File: config.mk
export PLATFORM = sky130hd
export DESIGN_NAME = radio_packet_rx_filter_codec
export DESIGN_NICKNAME = d
export VERILOG_FILES = /design/src/pkg/rx_filter_pkg.sv /design/src/pkg/byte_stream_if.sv /design/src/hw/radio_packet_rx_filter_codec.sv /design/src/hw/bit_codec.sv /design/src/hw/frame_buffer.sv
export VERILOG_INCLUDE_DIRS = /design/src /design/src/pkg
export SDC_FILE = /design/constraint.sdc
export NUM_CORES = 1
export LEC_CHECK = 0
export ABC_AREA = 1
export BUFFER_PORTS_ARGS = -buffer_cell sky130_fd_sc_hd__buf_4
export CORE_MARGIN = 2
export CORE_UTILIZATION = 55
export DETAILED_ROUTE_END_ITERATION = 8
export GPL_ROUTABILITY_DRIVEN = 0
export PLACE_DENSITY = 0.73
export SYNTH_ARGS = -nofsm -noshare
export SYNTH_HDL_FRONTEND = slang
export SYNTH_HIERARCHICAL = 1
export SYNTH_SLANG_ARGS = --single-unit
File: constraint.sdc
create_clock -name clock -period 32.4 [get_ports clock]
set_input_delay 1.62 -clock clock [delete_from_list [all_inputs] [get_ports clock]]
set_output_delay 1.62 -clock clock [all_outputs]
set_load 0.03 [all_outputs]
File: src/pkg/rx_filter_cfg.svh
// constants of the packet receive filter and its codecs
`ifndef RX_FILTER_CFG_SVH
`define RX_FILTER_CFG_SVH
`define RXF_CRC_SEED   16'hffff
`define RXF_CRC_POLY   16'h1021
`define RXF_WHITE_SEED 9'h1ff
`define RXF_WHITE_TAP  5
`define RXF_BCAST_ZERO 8'h00
`define RXF_BCAST_ONES 8'hff
`define RXF_SYNC_BITS  32
`define RXF_BIT_LAST   3'h7
`define RXF_BYTE_BITS  8
`endif

File: src/pkg/rx_filter_pkg.sv
// types of the packet receive filter
package rx_filter_pkg;
   typedef enum logic [2:0] {
      ST_IDLE   = 3'b000,
      ST_HUNT   = 3'b001,
      ST_BODY   = 3'b010,
      ST_CHECK  = 3'b011,
      ST_FINISH = 3'b100,
      ST_HOLD   = 3'b101
   } rx_state_e;
   typedef enum logic [1:0] {
      FILT_OFF  = 2'b00,
      FILT_NODE = 2'b01,
      FILT_ZERO = 2'b10,
      FILT_BOTH = 2'b11
   } station_filter_e;
   typedef logic [7:0] byte_t;
endpackage

File: src/pkg/byte_stream_if.sv
// byte stream with valid and ready between internal modules
`timescale 1ns/1ps
interface byte_stream_if;
   logic [7:0] data;
   logic       valid;
   logic       ready;
   modport source (output data, output valid, input ready);
   modport sink   (input data, input valid, output ready);
endinterface

File: src/hw/radio_packet_rx_filter_codec.sv
// packet receive filter with crc, biphase and whitening codecs
`timescale 1ns/1ps
`include "rx_filter_cfg.svh"
module radio_packet_rx_filter_codec #(
   parameter int RATE_W = 8
) (
   input  wire logic              clock,
   input  wire logic              rst,
   input  wire logic [RATE_W-1:0] chip_rate_setting,
   input  wire logic              rx_enable,
   input  wire logic              rx_chip,
   input  wire logic [1:0]        sync_pattern_length,
   input  wire logic [2:0]        sync_error_tolerance,
   input  wire logic [31:0]       sync_pattern_value,
   input  wire logic              variable_length,
   input  wire logic [7:0]        max_frame_length,
   input  wire logic [7:0]        node_address,
   input  wire logic [1:0]        station_filter_sel,
   input  wire logic              checksum_enable,
   input  wire logic              bad_checksum_flush_enable,
   input  wire logic              biphase_code_enable,
   input  wire logic              scrambler_enable,
   input  wire logic              fifo_empty,
   output logic [7:0]             fifo_write_data,
   output logic                   fifo_write_valid,
   input  wire logic              fifo_write_ready,
   output logic                   fifo_clear,
   output logic                   sync_detected,
   output logic                   payload_ready,
   output logic                   crc_good,
   output logic                   crc_status,
   output logic                   address_match,
   input  wire logic              tx_bit,
   input  wire logic              tx_bit_valid,
   input  wire logic              tx_coded,
   input  wire logic              tx_payload,
   input  wire logic              tx_restart,
   output logic                   tx_bit_ready,
   output logic                   tx_chip,
   output logic [15:0]            tx_crc
);
   rx_filter_pkg::rx_state_e state;
   rx_filter_pkg::rx_state_e next_state;
   logic [RATE_W-1:0] div_cnt;
   logic              tick;
   logic              chip_meta;
   logic              chip;
   logic [31:0]       sync_sr;
   logic [31:0]       next_sync;
   logic              sync_hit;
   logic              half;
   logic              first_chip;
   logic              bit_strobe;
   logic              raw_bit;
   logic              plain_bit;
   logic [15:0]       rx_crc_calc;
   logic [2:0]        bit_cnt;
   logic [7:0]        byte_sr;
   logic [7:0]        new_byte;
   logic              byte_done;
   logic [7:0]        idx;
   logic [8:0]        total;
   logic [15:0]       rx_crc;
   logic              chk_second;
   logic              crc_pass;
   logic              is_len;
   logic              is_addr;
   logic              reject;
   logic              last;
   logic              discard;
   logic              pend_valid;
   logic [7:0]        pend_data;
   logic              tx_busy;
   logic              tx_half;
   logic              tx_b;
   logic              tx_man;
   logic              tx_plain;
   byte_stream_if     link ();

   function automatic logic [5:0] sync_errors(input logic [31:0] got,
                                              input logic [31:0] want,
                                              input logic [1:0]  len);
      logic [5:0] n;
      n = 6'h00;
      for (int i = 0; i < `RXF_SYNC_BITS; i++)
         if (i < (int'(len) + 1) * `RXF_BYTE_BITS && got[i] != want[i])
            n = n + 6'h01;
      return n;
   endfunction

   function automatic logic addr_ok(input logic [1:0] sel,
                                    input logic [7:0] a,
                                    input logic [7:0] node);
      case (rx_filter_pkg::station_filter_e'(sel))
         rx_filter_pkg::FILT_OFF:  addr_ok = 1'b1;
         rx_filter_pkg::FILT_NODE: addr_ok = a == node;
         rx_filter_pkg::FILT_ZERO: addr_ok = a == node
                                          || a == `RXF_BCAST_ZERO;
         rx_filter_pkg::FILT_BOTH: addr_ok = a == node
                                          || a == `RXF_BCAST_ZERO
                                          || a == `RXF_BCAST_ONES;
         default:                  addr_ok = 1'b0;
      endcase
   endfunction

   // chip rate enable
   assign tick = div_cnt == chip_rate_setting;
   always_ff @(posedge clock or posedge rst) begin
      if (rst)
         div_cnt <= '0;
      else
         div_cnt <= tick ? '0 : div_cnt + 1'b1;
   end

   always_ff @(posedge clock or posedge rst) begin
      if (rst) begin
         chip_meta <= 1'b0;
         chip      <= 1'b0;
      end else begin
         chip_meta <= rx_chip;
         chip      <= chip_meta;
      end
   end

   // sync hunt on raw nrz chips, same settings as transmit
   assign next_sync = {sync_sr[30:0], chip};
   assign sync_hit = tick && state == rx_filter_pkg::ST_HUNT
      && sync_errors(next_sync, sync_pattern_value, sync_pattern_length)
         <= {3'h0, sync_error_tolerance};
   always_ff @(posedge clock or posedge rst) begin
      if (rst)
         sync_sr <= 32'h0000_0000;
      else if (tick)
         sync_sr <= next_sync;
   end

   // biphase pairs decode on payload and checksum only
   assign bit_strobe = tick && (state == rx_filter_pkg::ST_BODY
      || state == rx_filter_pkg::ST_CHECK) && (!biphase_code_enable || half);
   assign raw_bit = biphase_code_enable ? first_chip : chip;
   always_ff @(posedge clock or posedge rst) begin
      if (rst) begin
         half       <= 1'b0;
         first_chip <= 1'b0;
      end else if (sync_hit) begin
         half <= 1'b0;
      end else if (tick && biphase_code_enable) begin
         half       <= ~half;
         first_chip <= chip;
      end
   end

   bit_codec rx_codec (
      .clock       (clock),
      .rst         (rst),
      .restart     (sync_hit),
      .step        (bit_strobe),
      .bit_in      (raw_bit),
      .scramble_en (scrambler_enable),
      .crc_step    (state == rx_filter_pkg::ST_BODY),
      .crc_raw     (1'b0),
      .plain_bit   (plain_bit),
      .crc_value   (rx_crc_calc)
   );

   assign new_byte  = {byte_sr[6:0], plain_bit};
   assign byte_done = bit_strobe && bit_cnt == `RXF_BIT_LAST;
   always_ff @(posedge clock or posedge rst) begin
      if (rst) begin
         bit_cnt <= 3'h0;
         byte_sr <= 8'h00;
      end else if (sync_hit) begin
         bit_cnt <= 3'h0;
      end else if (bit_strobe) begin
         bit_cnt <= bit_cnt + 3'h1;
         byte_sr <= new_byte;
      end
   end

   // per byte filtering
   assign is_len  = variable_length && idx == 8'h00;
   assign is_addr = station_filter_sel != rx_filter_pkg::FILT_OFF
      && idx == {7'h00, variable_length};
   assign reject = (is_len && new_byte >= max_frame_length)
      || (is_addr && !addr_ok(station_filter_sel, new_byte, node_address));
   assign last = is_len ? new_byte == 8'h00
                        : {1'b0, idx} + 9'h001 == total;
   assign crc_pass = {rx_crc[7:0], new_byte} == rx_crc_calc;
   assign discard = !rx_enable && state != rx_filter_pkg::ST_HOLD
                    && state != rx_filter_pkg::ST_IDLE ? 1'b0
      : (byte_done && state == rx_filter_pkg::ST_BODY && reject)
      || (byte_done && state == rx_filter_pkg::ST_CHECK && chk_second
          && checksum_enable && !crc_pass
          && bad_checksum_flush_enable);

   always_comb begin
      next_state = state;
      case (state)
         rx_filter_pkg::ST_IDLE:
            if (rx_enable && fifo_empty)
               next_state = rx_filter_pkg::ST_HUNT;
         rx_filter_pkg::ST_HUNT:
            if (sync_hit)
               next_state = rx_filter_pkg::ST_BODY;
         rx_filter_pkg::ST_BODY:
            if (byte_done && reject)
               next_state = rx_filter_pkg::ST_IDLE;
            else if (byte_done && last)
               next_state = checksum_enable ? rx_filter_pkg::ST_CHECK
                                            : rx_filter_pkg::ST_FINISH;
         rx_filter_pkg::ST_CHECK:
            if (discard)
               next_state = rx_filter_pkg::ST_IDLE;
            else if (byte_done && chk_second)
               next_state = rx_filter_pkg::ST_FINISH;
         rx_filter_pkg::ST_FINISH:
            if (!pend_valid && !fifo_write_valid)
               next_state = rx_filter_pkg::ST_HOLD;
         rx_filter_pkg::ST_HOLD:
            if (fifo_empty)
               next_state = rx_filter_pkg::ST_IDLE;
         default:
            next_state = rx_filter_pkg::ST_IDLE;
      endcase
      if (!rx_enable && state != rx_filter_pkg::ST_HOLD)
         next_state = rx_filter_pkg::ST_IDLE;
   end

   always_ff @(posedge clock or posedge rst) begin
      if (rst)
         state <= rx_filter_pkg::ST_IDLE;
      else
         state <= next_state;
   end

   always_ff @(posedge clock or posedge rst) begin
      if (rst) begin
         idx        <= 8'h00;
         total      <= 9'h000;
         rx_crc     <= 16'h0000;
         chk_second <= 1'b0;
      end else if (sync_hit) begin
         idx        <= 8'h00;
         total      <= {1'b0, max_frame_length};
         chk_second <= 1'b0;
      end else if (byte_done) begin
         idx        <= idx + 8'h01;
         rx_crc     <= {rx_crc[7:0], new_byte};
         chk_second <= state == rx_filter_pkg::ST_CHECK;
         if (is_len && state == rx_filter_pkg::ST_BODY)
            total <= {1'b0, new_byte} + 9'h001;
      end
   end

   // payload bytes only; checksum bytes never pushed
   always_ff @(posedge clock or posedge rst) begin
      if (rst) begin
         pend_valid <= 1'b0;
         pend_data  <= 8'h00;
      end else if (discard) begin
         pend_valid <= 1'b0;
      end else if (byte_done && state == rx_filter_pkg::ST_BODY) begin
         pend_valid <= 1'b1;
         pend_data  <= new_byte;
      end else if (link.ready) begin
         pend_valid <= 1'b0;
      end
   end
   assign link.valid = pend_valid;
   assign link.data  = pend_data;

   frame_buffer buffer (
      .clock     (clock),
      .rst       (rst),
      .flush     (discard),
      .up        (link),
      .out_data  (fifo_write_data),
      .out_valid (fifo_write_valid),
      .out_ready (fifo_write_ready)
   );

   // ready, crc and address flags stand until the fifo has been read out; sync_detected and fifo_clear pulse one cycle
   always_ff @(posedge clock or posedge rst) begin
      if (rst) begin
         fifo_clear    <= 1'b0;
         sync_detected <= 1'b0;
         payload_ready <= 1'b0;
         crc_good      <= 1'b0;
         crc_status    <= 1'b0;
         address_match <= 1'b0;
      end else begin
         fifo_clear    <= discard;
         sync_detected <= sync_hit;
         if (sync_hit)
            crc_status <= 1'b0;
         if (byte_done && state == rx_filter_pkg::ST_CHECK && chk_second)
            crc_status <= checksum_enable && crc_pass;
         if (state == rx_filter_pkg::ST_FINISH
             && next_state == rx_filter_pkg::ST_HOLD) begin
            payload_ready <= 1'b1;
            crc_good      <= checksum_enable && crc_status;
            address_match <= station_filter_sel
                             != rx_filter_pkg::FILT_OFF;
         end else if (state == rx_filter_pkg::ST_HOLD && fifo_empty) begin
            payload_ready <= 1'b0;
            crc_good      <= 1'b0;
            address_match <= 1'b0;
            if (rx_enable)
               crc_status <= 1'b0;
         end
      end
   end

   // transmit side: whitening, crc, biphase chips
   assign tx_man = biphase_code_enable && tx_coded;
   bit_codec tx_codec (
      .clock       (clock),
      .rst         (rst),
      .restart     (tx_restart),
      .step        (tx_bit_valid && tx_bit_ready),
      .bit_in      (tx_bit),
      .scramble_en (scrambler_enable && tx_coded),
      .crc_step    (checksum_enable && tx_payload),
      .crc_raw     (1'b1),
      .plain_bit   (tx_plain),
      .crc_value   (tx_crc)
   );

   always_ff @(posedge clock or posedge rst) begin
      if (rst) begin
         tx_busy      <= 1'b0;
         tx_half      <= 1'b0;
         tx_b         <= 1'b0;
         tx_chip      <= 1'b0;
         tx_bit_ready <= 1'b1;
      end else if (tx_bit_valid && tx_bit_ready) begin
         tx_b         <= tx_plain;
         tx_busy      <= 1'b1;
         tx_bit_ready <= 1'b0;
      end else if (tick && tx_busy) begin
         tx_chip <= tx_half ? ~tx_b : tx_b;
         tx_half <= tx_man && !tx_half;
         if (!tx_man || tx_half) begin
            tx_busy      <= 1'b0;
            tx_bit_ready <= 1'b1;
         end
      end
   end

   a_sync_starts: assert property (@(posedge clock) disable iff (rst)
      sync_hit && rx_enable |=> state == rx_filter_pkg::ST_BODY
      && sync_detected) else $error("sync hit did not start capture");
   a_empty_first: assert property (@(posedge clock) disable iff (rst)
      state == rx_filter_pkg::ST_IDLE && !fifo_empty
      |=> state != rx_filter_pkg::ST_HUNT)
      else $error("hunt started with fifo not empty");
   a_len_discard: assert property (@(posedge clock) disable iff (rst)
      byte_done && state == rx_filter_pkg::ST_BODY && is_len && rx_enable
      && new_byte >= max_frame_length |=> fifo_clear && !pend_valid)
      else $error("overlong frame not discarded");
   a_addr_discard: assert property (@(posedge clock) disable iff (rst)
      byte_done && state == rx_filter_pkg::ST_BODY && is_addr && rx_enable
      && !addr_ok(station_filter_sel, new_byte, node_address)
      |=> fifo_clear) else $error("foreign address not discarded");
   a_flush_quiet: assert property (@(posedge clock) disable iff (rst)
      fifo_clear |-> !payload_ready && !crc_good ##1 (!rx_enable
      || state inside {rx_filter_pkg::ST_IDLE, rx_filter_pkg::ST_HUNT}))
      else $error("flags raised on flushed frame");
   a_good_ready: assert property (@(posedge clock) disable iff (rst)
      $rose(crc_good) |-> payload_ready && crc_status)
      else $error("crc good without payload ready");
   a_ready_stands: assert property (@(posedge clock) disable iff (rst)
      payload_ready && !(state == rx_filter_pkg::ST_HOLD && fifo_empty)
      |=> payload_ready) else $error("payload ready dropped early");
   a_no_crc_push: assert property (@(posedge clock) disable iff (rst)
      $rose(pend_valid) |-> $past(state) == rx_filter_pkg::ST_BODY)
      else $error("byte pushed outside payload");
   a_hold_idle: assert property (@(posedge clock) disable iff (rst)
      state == rx_filter_pkg::ST_HOLD |-> !fifo_write_valid && !pend_valid)
      else $error("fifo written after frame end");
endmodule

File: src/hw/bit_codec.sv
// whitening lfsr and crc-16 engine, one bit per step
`timescale 1ns/1ps
`include "rx_filter_cfg.svh"
module bit_codec (
   input  wire logic        clock,
   input  wire logic        rst,
   input  wire logic        restart,
   input  wire logic        step,
   input  wire logic        bit_in,
   input  wire logic        scramble_en,
   input  wire logic        crc_step,
   input  wire logic        crc_raw,
   output logic             plain_bit,
   output logic [15:0]      crc_value
);
   logic [8:0] lfsr;
   logic       crc_src;
   logic       fb;

   assign plain_bit = bit_in ^ (scramble_en & lfsr[0]);
   assign crc_src   = crc_raw ? bit_in : plain_bit;
   assign fb        = crc_value[15] ^ crc_src;

   // x^9 + x^5 + 1, same seed on both ends
   always_ff @(posedge clock or posedge rst) begin
      if (rst)
         lfsr <= `RXF_WHITE_SEED;
      else if (restart)
         lfsr <= `RXF_WHITE_SEED;
      else if (step)
         lfsr <= {lfsr[0] ^ lfsr[`RXF_WHITE_TAP], lfsr[8:1]};
   end

   // ccitt crc, preset nonzero so leading zeros count
   always_ff @(posedge clock or posedge rst) begin
      if (rst)
         crc_value <= `RXF_CRC_SEED;
      else if (restart)
         crc_value <= `RXF_CRC_SEED;
      else if (step && crc_step)
         crc_value <= {crc_value[14:0], 1'b0}
                      ^ (fb ? `RXF_CRC_POLY : 16'h0000);
   end

   a_lfsr_alive: assert property (@(posedge clock) disable iff (rst)
      lfsr != 9'h000) else $error("whitening lfsr stuck at zero");
endmodule

File: src/hw/frame_buffer.sv
// two-entry buffer between the receiver and the fifo write port
`timescale 1ns/1ps
module frame_buffer (
   input  wire logic        clock,
   input  wire logic        rst,
   input  wire logic        flush,
   byte_stream_if.sink      up,
   output logic [7:0]       out_data,
   output logic             out_valid,
   input  wire logic        out_ready
);
   logic [7:0] second;
   logic       full;
   logic       push;
   logic       pop;

   assign up.ready = ~full;
   assign push     = up.valid & ~full;
   assign pop      = out_valid & out_ready;

   always_ff @(posedge clock or posedge rst) begin
      if (rst) begin
         out_valid <= 1'b0;
         full      <= 1'b0;
         out_data  <= 8'h00;
         second    <= 8'h00;
      end else if (flush) begin
         out_valid <= 1'b0;
         full      <= 1'b0;
      end else begin
         if (full && pop) begin
            out_data <= second;
            full     <= 1'b0;
         end else if (push && (!out_valid || pop)) begin
            out_data  <= up.data;
            out_valid <= 1'b1;
         end else if (push) begin
            second <= up.data;
            full   <= 1'b1;
         end else if (pop) begin
            out_valid <= 1'b0;
         end
      end
   end

   a_buf_holds: assert property (@(posedge clock) disable iff (rst)
      out_valid && !out_ready && !flush |=> out_valid && $stable(out_data))
      else $error("buffered byte changed while stalled");
endmodule

==> summary.txt <==
Floorplan
  – Die width: 163 um
  – Num rows: 58
  – Initial Util: 55.6%
  – Die height: 163 um
  – Die area: 26500 um^2
  – I/O pin count: 112
  – Core Footprint: 25000 um^2

Route
  – Via count normalized by instance count: 5.13
  – Total wirelength of the detailed-routed design: 31.0 mm
  – Average wire per standard cell: 12.7 um
  – Count of unresolved DRC violations after routing: 0
  – Count of antenna-violating nets left after detailed routing: 0
  – Vias: 12500
  – Drt pass-1 iters: 5
  – Drt initial violations: 732

Power and ir drop
  – Int Power: 0.804 mW
  – Switching power as a share of total power: 54.2%
  – Ratio of total power to cell area: 112 nW/um^2
  – Share of total power in combinational logic: 72.1%
  – Share of power burned in the clock network: 12.7%
  – Net switching power figure: 0.951 mW
  – Worst IR Drop VDD: 0.0777 mV
  – LEAKAGE: 8.52 nW
  – Portion of total power attributed to sequential cells: 15.2%

Clocking
  – CTS max path bufs: 2
  – Number of levels in the clock H-tree: 4
  – TritonCTS clock tree: yes
  – Post-cts sizing count: 0
  – Clock insertion delay at the later pin of the skew report: 0.44 ns
  – CTS clock-pin slew for the worst setup and hold paths: 0.07 ns
  – Cts bufs inserted: 17
  – Number of hold-repair buffers added at the cts stage: 0
  – Buffer count from post-CTS setup fixing: 0
  – Root Buffer Master: sky130_fd_sc_hd__clkbuf_16
  – Number of clock sinks: 170

Yosys
  – Count of different cell masters after synthesis: 62
  – Part of the Yosys area used for sequential elements: 31.1%
  – Post-synthesis instance area: 13900 um^2
  – Ys Warns: 6
  – Post-synthesis area per instance: 7.02 um^2
  – Yosys top cell area share: 21.5%
  – Number of flops mapped to enable cells by yosys: 0
  – Area contributors post-synth: sky130_fd_sc_hd__dfrtp_1 (21%), sky130_fd_sc_hd__nand2_1 (13%), sky130_fd_sc_hd__inv_1 (9.9%), sky130_fd_sc_hd__dfstp_2 (9.7%), sky130_fd_sc_hd__nand3_1 (5.9%)
  – Gate count after technology mapping: 1977
  – Top FF cell, synth: sky130_fd_sc_hd__dfrtp_1
  – Yosys top cell by area: sky130_fd_sc_hd__dfrtp_1
  – Count of state elements after synthesis: 170
  – Share of synthesized registers carrying an async set or reset: 100%

Timing
  – TNS Setup: 0 ns
  – Count of final hold-check violations: 0
  – Worst Skew: 0.0159 ns
  – Final critical-path setup slack: 14.95 ns
  – Transition time at the pin with the least slew margin: 0.960 ns
  – Setup-failing EPs final: 0
  – Headroom to the max-slew limit: 35.9%
  – Share of the clock period used by the worst path after layout: 53.9%
  – Max Clock Freq: 57.3 MHz
  – Final min period: 17.45 ns
  – Max-slew violations: 0
  – Minimum hold slack: 0.357 ns
  – RSZ-0062 raised after global routing: false

Layout
  – Leading cell type in the layout, fill and taps excluded: sky130_fd_sc_hd__nand2_1
  – Fillers: 2264
  – Area overhead of the layout relative to synthesis: 12.6%
  – Final net count: 2217
  – Ant diodes: 0
  – Proportion of layout cells with a drive suffix above 1: 23.6%
  – Leading cell types in the layout, fill and taps excluded: sky130_fd_sc_hd__nand2_1 (497), sky130_fd_sc_hd__inv_1 (364), sky130_fd_sc_hd__nand3_1 (164)

Global routing
  – Total routing usage reported by global routing: 24.4%
  – Maximum number of pins on one net before global-route repair: 72
  – Via count of the first global-routing pass: 12200
  – Total grt overflow: 0
  – Wire length of the first global-routing pass: 53.9 mm
  – Antenna violations before repair: 0

Job
  – Max-cap violations: 0

Critical path
  – Most frequent cell on the critical path: sky130_fd_sc_hd__nand2_1
  – Critical path startpoint category: input port
  – Launch point of the critical path: sync_pattern_value[0]
  – Slowest Stage Delay on Critical Path: 0.45 ns
  – Reg2reg setup slack: 15.84 ns
  – Start-to-end type of the worst setup path: in -> reg
  – Crit Reg-Reg Startpoint: sync_sr[0]
  – Worst reg2reg path endpoint: rx_codec/crc_value[0]
  – Capturing instance or port of the critical path: rx_codec/crc_value[0]
  – Data required time at the worst endpoint: 32.77 ns
  – Depth of the worst register-to-register path: 108
  – Slowest cell on the critical path: sky130_fd_sc_hd__nor2_4
  – Data arrival, critical path: 17.82 ns
  – Largest fanout on the critical path: 25
  – Critical path capture point type: flop

Place
  – Place WS: 14.45 ns
  – Estimated wirelength of the detail-placed design: 23.9 mm
  – Port bufs: 111

Hold path
  – Worst hold stages: 0
  – Class of the most critical hold timing path: reg -> reg

Outcome
  – Status: finished, final reports clean
metrics by stage:
stage | cells | instance area [um^2] | utilization [%] | power [mW]
6_report | 2432 | 15600 | 62.6 | 1.76
3_3_place_gp | 2400 | 15000 | 60.1 | 1.49
3_5_place_dp | 2400 | 15000 | 60.1 | 1.53
4_1_cts | 2432 | 15600 | 62.6 | 1.76
5_1_grt | 2432 | 15600 | 62.6 | 1.97
2_1_floorplan | 1981 | 13900 | - | 1.35
final cells by class:
type                       count  area, um^2  share of cell area, %
multi-input combinational   1404        7960                   50.9
sequential                   170        4320                   27.6
inverter                     381        1440                   9.22
timing repair buffer         115         863                   5.52
clock buffer                  17         425                   2.72
tap                          330         413                   2.64
clock inverter                15         205                   1.31
power groups by stage:
stage | clock network (mW) | logic [mW] | registers (mW)
floorplan | 0 | 1.08 | 0.266
global placement | 0 | 1.22 | 0.270
detailed placement | 0 | 1.26 | 0.271
CTS | 0.226 | 1.27 | 0.267
global route | 0.234 | 1.47 | 0.271
finish | 0.223 | 1.26 | 0.267
how the worst min path moves through the flow:
stage	startpoint	endpoint	slack [ns]
floorplan	chip_meta	chip	0.33
global placement	chip_meta	chip	0.33
detailed placement	chip_meta	chip	0.35
CTS	chip_meta	chip	0.36
global route	chip_meta	chip	0.38
finish	chip_meta	chip	0.36
layer usage:
metal | GRT usage (%) | share of wire [%] | wire (um)
met1 | 30.9 | 45 | 14000
met4 | 6.48 | 1.7 | 540
met5 | 0 | 0 | 0
met3 | 3.31 | 4.1 | 1270
met2 | 43.6 | 49 | 15100
sequential cells by signal (all words and copies together) (netlist names), 3 cells and up:
signal,cells
buffer/out_data,8
div_cnt,8
tx_codec/crc_value,16
link.data,8
sync_sr,31
rx_codec/lfsr,9
rx_crc,8
buffer/second,8
idx,8
tx_codec/lfsr,9
rx_codec/crc_value,16
bit_cnt,3
byte_sr,7
total,9
state,3
synthesized netlist by cell type, types with 17 or more instances:
master and n:
sky130_fd_sc_hd__nand2_2 119, sky130_fd_sc_hd__xnor2_1 21, sky130_fd_sc_hd__inv_1 365, sky130_fd_sc_hd__a22oi_2 20, sky130_fd_sc_hd__nand3_2 76, sky130_fd_sc_hd__ha_1 49, sky130_fd_sc_hd__dfrtp_1 119, sky130_fd_sc_hd__nand3_1 164
sky130_fd_sc_hd__o21ai_0 90, sky130_fd_sc_hd__nor3_1 46, sky130_fd_sc_hd__o21ai_2 17, sky130_fd_sc_hd__nor2_1 114, sky130_fd_sc_hd__nand2_1 497, sky130_fd_sc_hd__a21oi_1 27, sky130_fd_sc_hd__xor2_1 19, sky130_fd_sc_hd__nand3b_1 20
sky130_fd_sc_hd__dfstp_2 51
logic make-up (layout without fill, tap and decap cells):
kind of cell               count (synthesis)  in the layout  share of synthesized area [%]
AOI/OAI and AO/OA                        201            201                           9.75
other                                      2              6                         0.0541
and+or+nand+nor                         1107           1107                           40.3
buffers and inverters                    407            528                           11.7
adders and majority gates                 49             49                           4.42
xor gates and xnor gates                  41             41                           2.64
DFF                                      170            170                           31.1
worst max-delay path: cells and delay by family:
kind	cells	cell delay (ns)
XOR/XNOR	1	0.19
buffers and inverters	8	0.67
adder cells (fa/ha/maj)	31	8.65
AO/OA/AOI/OAI	4	0.53
AND/OR/NAND/NOR	65	6.17
Note: power is estimated with default switching activity, not from simulation.
